## src/rtl/uncore_evsel_pkg.sv

```systemverilog
// Constants and types for the uncore cache and home event selector
package uncore_evsel_pkg;
  localparam int ADDR_W = 8;
  localparam int DATA_W = 32;
  localparam int CNT_W = 32;
  localparam int TRK_NUM = 3;
  localparam int TRK_ENTRIES = 8;
  localparam int OCC_W = 4;
  localparam int TRK_IOH = 0;
  localparam int TRK_REM = 1;
  localparam int TRK_LOC = 2;

  localparam logic [ADDR_W-1:0] OFS_CTRL = 8'h00;
  localparam logic [ADDR_W-1:0] OFS_COUNT = 8'h04;
  localparam logic [ADDR_W-1:0] OFS_STATUS = 8'h08;
  localparam int CTRL_EVT_LSB = 0;
  localparam int CTRL_UMASK_LSB = 8;
  localparam int CTRL_EN_BIT = 16;
  localparam int STAT_WBMISS_BIT = 0;
  localparam int STAT_BADM_BIT = 1;
  localparam int STAT_W = 2;
  localparam logic [7:0] EVT_RESET = 8'h00;
  localparam logic [7:0] UMASK_RESET = 8'h00;
  localparam logic [CNT_W-1:0] COUNT_RESET = 32'h00000000;

  localparam logic [7:0] EV_LLC_HIT = 8'h08;
  localparam logic [7:0] EV_LLC_MISS = 8'h09;
  localparam logic [7:0] EV_LLC_FILL = 8'h0A;
  localparam logic [7:0] EV_LLC_VICTIM = 8'h0B;
  localparam logic [7:0] EV_HOME_REQ = 8'h20;
  localparam logic [7:0] EV_TRK_FULL = 8'h21;
  localparam logic [7:0] EV_TRK_BUSY = 8'h22;
  localparam logic [7:0] EV_TRK_OCC = 8'h23;

  localparam logic [7:0] UM_READ = 8'h01;
  localparam logic [7:0] UM_WRITE = 8'h02;
  localparam logic [7:0] UM_SNOOP = 8'h04;
  localparam logic [7:0] UM_RW = 8'h03;
  localparam logic [7:0] UM_FILL_ANY = 8'h0F;
  localparam logic [7:0] UM_VICT_ANY = 8'h1F;
  localparam logic [7:0] UM_LOCAL_RD = 8'h10;
  localparam logic [7:0] UM_TRK_IOH = 8'h01;
  localparam logic [7:0] UM_TRK_REM = 8'h02;
  localparam logic [7:0] UM_TRK_LOC = 8'h04;
  localparam int HIT_BITS = 3;
  localparam int FILL_BITS = 4;
  localparam int VICT_BITS = 5;
  localparam int REQ_BITS = 6;

  typedef enum logic [1:0] {
    REQ_READ = 2'b00,
    REQ_WRITEBACK = 2'b01,
    REQ_SNOOP = 2'b10
  } llc_req_t;

  typedef enum logic [2:0] {
    ST_M = 3'b000,
    ST_E = 3'b001,
    ST_S = 3'b010,
    ST_I = 3'b011,
    ST_F = 3'b100
  } line_state_t;

  typedef enum logic [1:0] {
    SRC_IO_HUB = 2'b00,
    SRC_REMOTE = 2'b01,
    SRC_LOCAL = 2'b10
  } home_src_t;
endpackage : uncore_evsel_pkg

```

## src/rtl/trk_stat_if.sv

```systemverilog
// Tracker summary carried from the tracker monitor to the selector
interface trk_stat_if;
  import uncore_evsel_pkg::*;
  logic [TRK_NUM-1:0] full;
  logic [TRK_NUM-1:0] busy;
  logic [TRK_NUM-1:0][OCC_W-1:0] rd_occ;
  modport src (output full, busy, rd_occ);
  modport dst (input full, busy, rd_occ);
endinterface : trk_stat_if

```

## src/rtl/tracker_monitor.sv

```systemverilog
// Registered full, busy and read occupancy of each home tracker
module tracker_monitor
  import uncore_evsel_pkg::*;
(
  input wire logic pclk, // Uncore clock
  input wire logic presetn, // Async reset, active low
  input wire logic [TRK_NUM*TRK_ENTRIES-1:0] trk_valid, // Entry valid
  input wire logic [TRK_NUM*TRK_ENTRIES-1:0] trk_read, // Entry is a read
  trk_stat_if.src stat // Summary out
);
  wire logic [TRK_NUM-1:0] next_full;
  wire logic [TRK_NUM-1:0] next_busy;
  wire logic [TRK_NUM-1:0][OCC_W-1:0] next_occ;

  for (genvar t = 0; t < TRK_NUM; t++) begin : g_trk
    wire logic [TRK_ENTRIES-1:0] v = trk_valid[t*TRK_ENTRIES +: TRK_ENTRIES];
    wire logic [TRK_ENTRIES-1:0] r = trk_read[t*TRK_ENTRIES +: TRK_ENTRIES];
    assign next_full[t] = &v;
    assign next_busy[t] = |v;
    // Only valid read entries add to occupancy
    assign next_occ[t] = OCC_W'($countones(v & r));
  end

  // One register stage keeps the wide reduction off the counter adder path
  always_ff @(posedge pclk or negedge presetn) begin
    if (!presetn) begin
      stat.full <= '0;
      stat.busy <= '0;
      stat.rd_occ <= '0;
    end else begin
      stat.full <= next_full;
      stat.busy <= next_busy;
      stat.rd_occ <= next_occ;
    end
  end
endmodule : tracker_monitor

```

## src/rtl/uncore_llc_home_event_select.sv

```systemverilog
// Cache and home tracker event selector with APB counter registers

// Notes on behaviour
// [RULE1] Code 08H mask 02H counts writeback requests hitting the cache.
// [RULE2] Code 08H mask 04H counts hub or remote snoops hitting the cache.
// [RULE3] Code 08H mask 03H counts read or writeback requests that hit.
// [RULE4] Code 09H mask 01H counts code, data and ownership reads that miss.
// [RULE5] Code 09H mask 02H counts writeback misses, expected to stay zero.
// [RULE6] Code 09H mask 04H counts hub or remote snoops missing the cache.
// [RULE7] Code 09H mask 03H counts read or writeback requests that miss.
// [RULE8] Fill event counts fills by new state; 0FH counts any state.
// [RULE9] A modified fill is legal only for a forwarded read-invalidate-own.
// [RULE10] Code 0BH counts victims by prior state; 1FH counts any state.
// [RULE11] A modified victim is written back to its local or remote home.
// [RULE12] Code 20H counts home requests by source and read or write.
// [RULE13] Code 21H counts cycles the chosen tracker has every entry full.
// [RULE14] Code 22H counts cycles the chosen tracker holds any entry.
// [RULE15] Code 23H accumulates read occupancy of the chosen tracker.
// [RULE16] Occupancy adds the valid read entries held each cycle.
// [RULE17] An undefined code and mask pair leaves the counter unchanged.
module uncore_llc_home_event_select
  import uncore_evsel_pkg::*;
(
  input wire logic pclk, // Uncore clock, 200 MHz
  input wire logic presetn, // Async reset, active low
  input wire logic psel, // APB select
  input wire logic penable, // APB access phase
  input wire logic pwrite, // APB direction
  input wire logic [ADDR_W-1:0] paddr, // APB byte address
  input wire logic [DATA_W-1:0] pwdata, // APB write data
  output logic [DATA_W-1:0] prdata, // APB read data
  output logic pready, // APB ready
  output logic pslverr, // APB error on unmapped address
  input wire logic llc_req_valid, // Cache lookup done this cycle
  input wire llc_req_t llc_req_type, // Lookup kind
  input wire logic llc_req_hit, // Lookup hit
  input wire logic llc_fill_valid, // Line allocated this cycle
  input wire line_state_t llc_fill_state, // New line state
  input wire logic llc_fill_fwd_rio, // Fill forwarded for read-inv-own
  input wire logic llc_victim_valid, // Line victimized this cycle
  input wire line_state_t llc_victim_state, // Prior victim state
  input wire logic llc_victim_home_remote, // Victim home is remote
  input wire logic home_req_valid, // Home logic request accepted
  input wire home_src_t home_req_src, // Request source
  input wire logic home_req_write, // Request is a write
  input wire logic [TRK_NUM*TRK_ENTRIES-1:0] trk_valid, // Entry valid
  input wire logic [TRK_NUM*TRK_ENTRIES-1:0] trk_read, // Entry is a read
  output logic victim_wb_valid, // Writeback of modified victim
  output logic victim_wb_remote // That writeback goes to a remote home
);
  logic [7:0] evt_code;
  logic [7:0] umask;
  logic cnt_en;
  logic [CNT_W-1:0] count;
  logic [STAT_W-1:0] status;
  logic [OCC_W-1:0] inc;
  logic setup;
  logic wr_acc;
  logic addr_hit;
  logic count_wr;
  logic counting;
  logic [DATA_W-1:0] ctrl_word;
  logic [HIT_BITS-1:0] hit_vec;
  logic [HIT_BITS-1:0] miss_vec;
  logic [FILL_BITS-1:0] fill_vec;
  logic [VICT_BITS-1:0] vict_vec;
  logic [REQ_BITS-1:0] req_vec;
  logic [STAT_W-1:0] stat_set;
  logic [STAT_W-1:0] stat_clr;
  logic trk_ok;
  logic [1:0] trk_idx;
  logic bad_m_fill;
  logic wb_miss;

  trk_stat_if trk_stat ();

  tracker_monitor u_trk (
    .pclk,
    .presetn,
    .trk_valid,
    .trk_read,
    .stat (trk_stat.src)
  );

  // Mask is usable when nonzero and no bit lies above the event's width
  function automatic logic mask_ok(input logic [7:0] m, input int n);
    return (m != 8'h00) && ((m >> n) == 8'h00);
  endfunction : mask_ok

  // APB decode; zero wait states, read data captured in the setup cycle
  assign setup = psel && !penable;
  assign addr_hit = (paddr == OFS_CTRL) || (paddr == OFS_COUNT) ||
                    (paddr == OFS_STATUS);
  assign wr_acc = psel && penable && pwrite && addr_hit;
  assign count_wr = wr_acc && (paddr == OFS_COUNT);
  assign counting = cnt_en && !count_wr;
  assign pready = 1'b1;
  assign ctrl_word = {15'h0000, cnt_en, umask, evt_code};

  always_ff @(posedge pclk or negedge presetn) begin
    if (!presetn) begin
      evt_code <= EVT_RESET;
      umask <= UMASK_RESET;
      cnt_en <= 1'b0;
    end else if (wr_acc && paddr == OFS_CTRL) begin
      evt_code <= pwdata[CTRL_EVT_LSB +: 8];
      umask <= pwdata[CTRL_UMASK_LSB +: 8];
      cnt_en <= pwdata[CTRL_EN_BIT];
    end
  end

  always_ff @(posedge pclk or negedge presetn) begin
    if (!presetn) begin
      prdata <= '0;
      pslverr <= 1'b0;
    end else if (setup) begin
      pslverr <= !addr_hit;
      case (paddr)
        OFS_CTRL: prdata <= ctrl_word;
        OFS_COUNT: prdata <= count;
        OFS_STATUS: prdata <= DATA_W'(status);
        default: prdata <= '0;
      endcase
    end
  end

  // Condition vectors, bit order matching the unit mask encodings
  always_comb begin
    hit_vec[0] = llc_req_valid && llc_req_type == REQ_READ && llc_req_hit;
    hit_vec[1] = llc_req_valid && llc_req_type == REQ_WRITEBACK &&
                 llc_req_hit; // [RULE1]
    hit_vec[2] = llc_req_valid && llc_req_type == REQ_SNOOP &&
                 llc_req_hit; // [RULE2]
    miss_vec[0] = llc_req_valid && llc_req_type == REQ_READ &&
                  !llc_req_hit; // [RULE4]
    miss_vec[1] = wb_miss; // [RULE5]
    miss_vec[2] = llc_req_valid && llc_req_type == REQ_SNOOP &&
                  !llc_req_hit; // [RULE6]
  end

  assign wb_miss = llc_req_valid && llc_req_type == REQ_WRITEBACK &&
                   !llc_req_hit;

  // A modified fill without the forwarded read-invalidate-own cause is
  // not an allocation in modified state; it is flagged instead
  assign bad_m_fill = llc_fill_valid && llc_fill_state == ST_M &&
                      !llc_fill_fwd_rio; // [RULE9]

  always_comb begin
    fill_vec[0] = llc_fill_valid && llc_fill_state == ST_M &&
                  llc_fill_fwd_rio; // [RULE9]
    fill_vec[1] = llc_fill_valid && llc_fill_state == ST_E;
    fill_vec[2] = llc_fill_valid && llc_fill_state == ST_S;
    fill_vec[3] = llc_fill_valid && llc_fill_state == ST_F;
    vict_vec[0] = llc_victim_valid && llc_victim_state == ST_M;
    vict_vec[1] = llc_victim_valid && llc_victim_state == ST_E;
    vict_vec[2] = llc_victim_valid && llc_victim_state == ST_S;
    vict_vec[3] = llc_victim_valid && llc_victim_state == ST_I;
    vict_vec[4] = llc_victim_valid && llc_victim_state == ST_F;
  end

  // Source and direction pick one of six bits; an unused source code
  // shifts the bit out and counts nothing
  assign req_vec = REQ_BITS'(home_req_valid) <<
                   {home_req_src, home_req_write}; // [RULE12]

  always_comb begin
    trk_ok = 1'b1;
    trk_idx = 2'(TRK_IOH);
    case (umask)
      UM_TRK_IOH: trk_idx = 2'(TRK_IOH);
      UM_TRK_REM: trk_idx = 2'(TRK_REM);
      UM_TRK_LOC: trk_idx = 2'(TRK_LOC);
      default: trk_ok = 1'b0;
    endcase
  end

  always_comb begin
    inc = '0;
    case (evt_code)
      EV_LLC_HIT: begin
        if (mask_ok(umask, HIT_BITS)) begin
          inc = OCC_W'(|(umask[HIT_BITS-1:0] & hit_vec)); // [RULE3]
        end
      end
      EV_LLC_MISS: begin
        if (mask_ok(umask, HIT_BITS)) begin
          inc = OCC_W'(|(umask[HIT_BITS-1:0] & miss_vec)); // [RULE7]
        end
      end
      EV_LLC_FILL: begin
        if (mask_ok(umask, FILL_BITS)) begin
          inc = OCC_W'(|(umask[FILL_BITS-1:0] & fill_vec)); // [RULE8]
        end
      end
      EV_LLC_VICTIM: begin
        if (mask_ok(umask, VICT_BITS)) begin
          inc = OCC_W'(|(umask[VICT_BITS-1:0] & vict_vec)); // [RULE10]
        end
      end
      EV_HOME_REQ: begin
        if (mask_ok(umask, REQ_BITS)) begin
          inc = OCC_W'(|(umask[REQ_BITS-1:0] & req_vec)); // [RULE12]
        end
      end
      EV_TRK_FULL: begin
        if (trk_ok) begin
          inc = OCC_W'(trk_stat.full[trk_idx]); // [RULE13]
        end
      end
      EV_TRK_BUSY: begin
        if (trk_ok) begin
          inc = OCC_W'(trk_stat.busy[trk_idx]); // [RULE14]
        end
      end
      EV_TRK_OCC: begin
        if (trk_ok) begin
          inc = trk_stat.rd_occ[trk_idx]; // [RULE15] [RULE16]
        end
      end
      default: inc = '0; // [RULE17]
    endcase
  end

  // A software write to the counter wins over an increment in that cycle
  always_ff @(posedge pclk or negedge presetn) begin
    if (!presetn) begin
      count <= COUNT_RESET;
    end else if (count_wr) begin
      count <= pwdata;
    end else if (cnt_en) begin
      count <= count + CNT_W'(inc);
    end
  end

  // Sticky anomaly flags, write one to clear, a new event beats the clear
  always_comb begin
    stat_set = '0;
    stat_set[STAT_WBMISS_BIT] = wb_miss; // [RULE5]
    stat_set[STAT_BADM_BIT] = bad_m_fill; // [RULE9]
    stat_clr = '0;
    if (wr_acc && paddr == OFS_STATUS) begin
      stat_clr = pwdata[STAT_W-1:0];
    end
  end

  always_ff @(posedge pclk or negedge presetn) begin
    if (!presetn) begin
      status <= '0;
    end else begin
      status <= (status & ~stat_clr) | stat_set;
    end
  end

  always_ff @(posedge pclk or negedge presetn) begin
    if (!presetn) begin
      victim_wb_valid <= 1'b0;
      victim_wb_remote <= 1'b0;
    end else begin
      victim_wb_valid <= vict_vec[0]; // [RULE11]
      victim_wb_remote <= vict_vec[0] && llc_victim_home_remote;
    end
  end

  function automatic logic sel(input logic [7:0] e, input logic [7:0] m);
    return counting && evt_code == e && umask == m;
  endfunction : sel
endmodule : uncore_llc_home_event_select

```

## config.mk

```make
export PLATFORM = sky130hd
export DESIGN_NAME = uncore_llc_home_event_select
export DESIGN_NICKNAME = d
export VERILOG_FILES = /design/src/rtl/uncore_evsel_pkg.sv /design/src/rtl/trk_stat_if.sv /design/src/rtl/tracker_monitor.sv /design/src/rtl/uncore_llc_home_event_select.sv
export SDC_FILE = /design/constraint.sdc
export NUM_CORES = 1
export LEC_CHECK = 0
export BUFFER_PORTS_ARGS = -buffer_cell sky130_fd_sc_hd__buf_2
export CAP_MARGIN = 20
export CORE_MARGIN = 2
export CORE_UTILIZATION = 49
export DETAILED_ROUTE_END_ITERATION = 12
export PLACE_DENSITY = 0.76
export SYNTH_ARGS = -nofsm -noshare
export SYNTH_HDL_FRONTEND = slang
export SYNTH_SLANG_ARGS = --single-unit
```

## constraint.sdc

```tcl
create_clock -name pclk -period 3.01 [get_ports pclk]
set_input_delay 0.602 -clock pclk [delete_from_list [all_inputs] [get_ports pclk]]
set_output_delay 0.602 -clock pclk [all_outputs]
set_load 0.02 [all_outputs]
```

==> summary.md <==
| Metric | Value |
|---|---|
| Tightest Hold Check Type | in2async |
| Fraction of layout instances using a drive strength above 1 | 0.339 |
| Slew of the pin with the lowest slew margin | 0.892 ns |
| F_max | 312 MHz |
| Synth Instances | 591 |
| Critical path type | reg2reg |
| Final min period | 3.20 ns |
| Cell Area, Synth | 5970 um2 |
| Seq/Total Area, Yosys | 0.436 |
| Final hold vios | 0 |
| Initial Util | 0.499 |
| Failing checks | setup timing |
| Pwr Density | 408 nW/um2 |
| CTS clk-pin slew, worst paths | 0.07 ns |
| Dpl ws | -0.357 ns |
| Core box area | 12000 um2 |
| Total Die Area | 13100 um2 |
| Final setup fails | 19 |
| Post-synth top flop | dfrtp_1 |
| Largest net degree at the start of global routing | 65 |
| Area of the multi-input gates | 3360 um2 |
| Leakage power | 0.00369 uW |
| Syn Nets | 737 |
| # clock sinks | 104 |
| Filler cells | 996 |
| GR Util All Layers | 0.238 |
| Fin crit share | 1.06 |
| Mean post-synth cell area | 10.1 um2 |
| Max_slew headroom | 0.401 |
| Die X | 114 um |
| Final Skew | 0.00959 ns |
| Min Hold Slack | 0.322 ns |
| Total Power | 3100 uW |
| Avg WL per Cell | 16.9 um |
| DR iter-0 viols | 354 |
| Routability Congestion | 0.918 |
| Number of library cell types mapped by synthesis | 71 |
| Yosys top cell by area | dfrtp_1 |
| Status | complete, but fails checks |
| Register area | 2600 um2 |
| EDFF count, synth | 0 |
| Post-synth ARST share | 1.00 |
| Clock H-tree levels | 3 |
| WL final | 15400 um |
| Detail Route Antenna Nets | 0 |
| Number of vias per cell | 5.64 |
| Worst Setup SP | umask[5] |
| Post-CTS Hold Buffers | 0 |
| CTS tree | done |
| Io pins | 147 |
| Post-DP HPWL | 11600 um |
| RSZ-0062 raised after global routing | true |
| List of most frequent post-synthesis cells | 104 x dfrtp_1, 65 x nand2_1, 58 x nor2_1, 33 x a21oi_1, 32 x nand3_1 |
| CTS max path bufs | 2 |
| Vias in the first global route | 5171 |
| Input/output buffers | 145 |
| First-pass GRT wire length | 24600 um |
| Max-Cap Viols | 0 |
| Grt ovf | 0 |
| P&R area growth vs syn | 27.2% |
| Yosys reg bits | 104 |
| Share of the core filled with cells | 0.635 |
| Synth top area cells | dfrtp_1 44%, ha_1 4.6%, fa_1 4.4% |
| Cell area after layout | 7590 um2 |
| Initial antenna violation count | 0 |
| Nets | 906 |
| Yosys top cell area share | 0.436 |
| CP Data Arrival Time | 3.48 ns |
| Synthesis Warnings | 0 |
| Max IR drop VDD | 0.212 mV |
| DR DRC count | 0 |
| Via count | 5145 |
| Post-DP Area | 7020 um2 |
| Worst-Skew Late Latency | 0.35 ns |
| Row count | 40 |
| Critical Path Source Type | flop |
| Reg-to-reg startpoint | umask[5] |
| Critical path fanouts, max | 5 |
| Worst Path Required | 3.29 ns |
| Fin. max-slew vios | 0 |
| Total CTS buffers | 9 |
| Pre-antenna DRT Iters | 5 |
| Die height | 114 um |
| Count leader, synth | dfrtp_1 |
| Final setup margin | -0.194 ns |
| Crit. End Element | flop |
| CTS Root Buffer Type | clkbuf_16 |
| Antenna fix cells | 0 |
[cells by family after synthesis]
kind of cell               synth area share
and+or+nand+nor                       0.219
DFF                                   0.436
AOI/OAI and AO/OA                     0.104
buffers and inverters                0.0409
adders and majority gates            0.0897
xor gates and xnor gates             0.0499
muxes                                0.0599
other                              0.000628
[sequential cells by signal, indices dropped and copies added (netlist names), 2 cells and up]
name	flops
count	32
umask	8
prdata	32
evt_code	8
status	2
u_trk.stat.busy	3
u_trk.stat.full	3
u_trk.stat.rd_occ	12
[repair_timing]
item / CTS / global route
resized for setup: 8 / 37
setup endpoints to repair: 27 / 29
pin swaps: 6 / 42
buffers inserted: 1 / 5
gates cloned: 0 / 1
[worst max-delay path, stage by stage, from the launching register on]
cell and delay [ns]:
dfrtp_1 0.41, nor4_4 0.35, buf_4 0.19, buf_4 0.12
nand2_1 0.05, o211ai_1 0.17, o21ai_1 0.09, o21ai_1 0.16
o211ai_1 0.12, ha_2 0.20, inv_2 0.06, fa_2 0.23
nor2b_4 0.05, o31a_4 0.28, and3_4 0.20, and4_4 0.20
xnor2_2 0.12, a21oi_1 0.13
[area by class of cell]
class                   count  share of cell area
inverters                  12             0.00774
clock buffers              10              0.0315
clock inverters             6              0.0109
multi-input cells         445               0.442
flip-flops and latches    104               0.343
well taps                 147              0.0242
repair buffers            188               0.140
[where the power goes]
| group | total, uW | switching (uW) | internal [uW] |
|---|---|---|---|
| sequential | 1500 | 43.9 | 1460 |
| clock | 1250 | 506 | 747 |
| combinational | 342 | 182 | 160 |
[cells in the final DEF (no fill, tap or decap), types with 13 or more instances in the layout]
| master | count |
|---|---|
| o21ai_1 | 18 |
| nand4_1 | 21 |
| nor2_1 | 54 |
| nand2_1 | 64 |
| buf_2 | 144 |
| dfrtp_1 | 103 |
| buf_4 | 40 |
| ha_1 | 20 |
| xnor2_1 | 13 |
| a22oi_1 | 15 |
| mux2_1 | 17 |
| and2_1 | 26 |
| xor2_1 | 19 |
| nand3_1 | 23 |
| a21oi_1 | 32 |
[path summary, 6_finish.rpt]
kind / end / slack, ns / cells past startpoint
max: count[10] / -0.19 / 17
min: prdata[13] / 0.32 / 1
max reg2reg: count[10] / -0.19 / 17
min reg2reg: prdata[21] / 0.46 / 2
max in group asynchronous: u_trk.stat.busy[0] / 1.95 / 2
min in group pclk: victim_wb_remote / 0.45 / 2
[routing by layer]
layer / global-route usage / share of wire / up-vias
met2: 0.403 / 0.49 / 214
met5: 0 / 0 / -
met4: 0.0805 / 0.022 / 0
li1: - / - / 2423
met3: 0.0482 / 0.065 / 32
met1: 0.307 / 0.42 / 2476
[stage by stage]
stage               instances  setup TNS (ns)
floorplan                 591          -0.448
global placement          889           -2.14
detailed placement        889           -3.79
CTS                       906           -1.68
global route              912           -6.49
finish                    912           -1.66
Note: power is estimated with default switching activity, not from simulation.
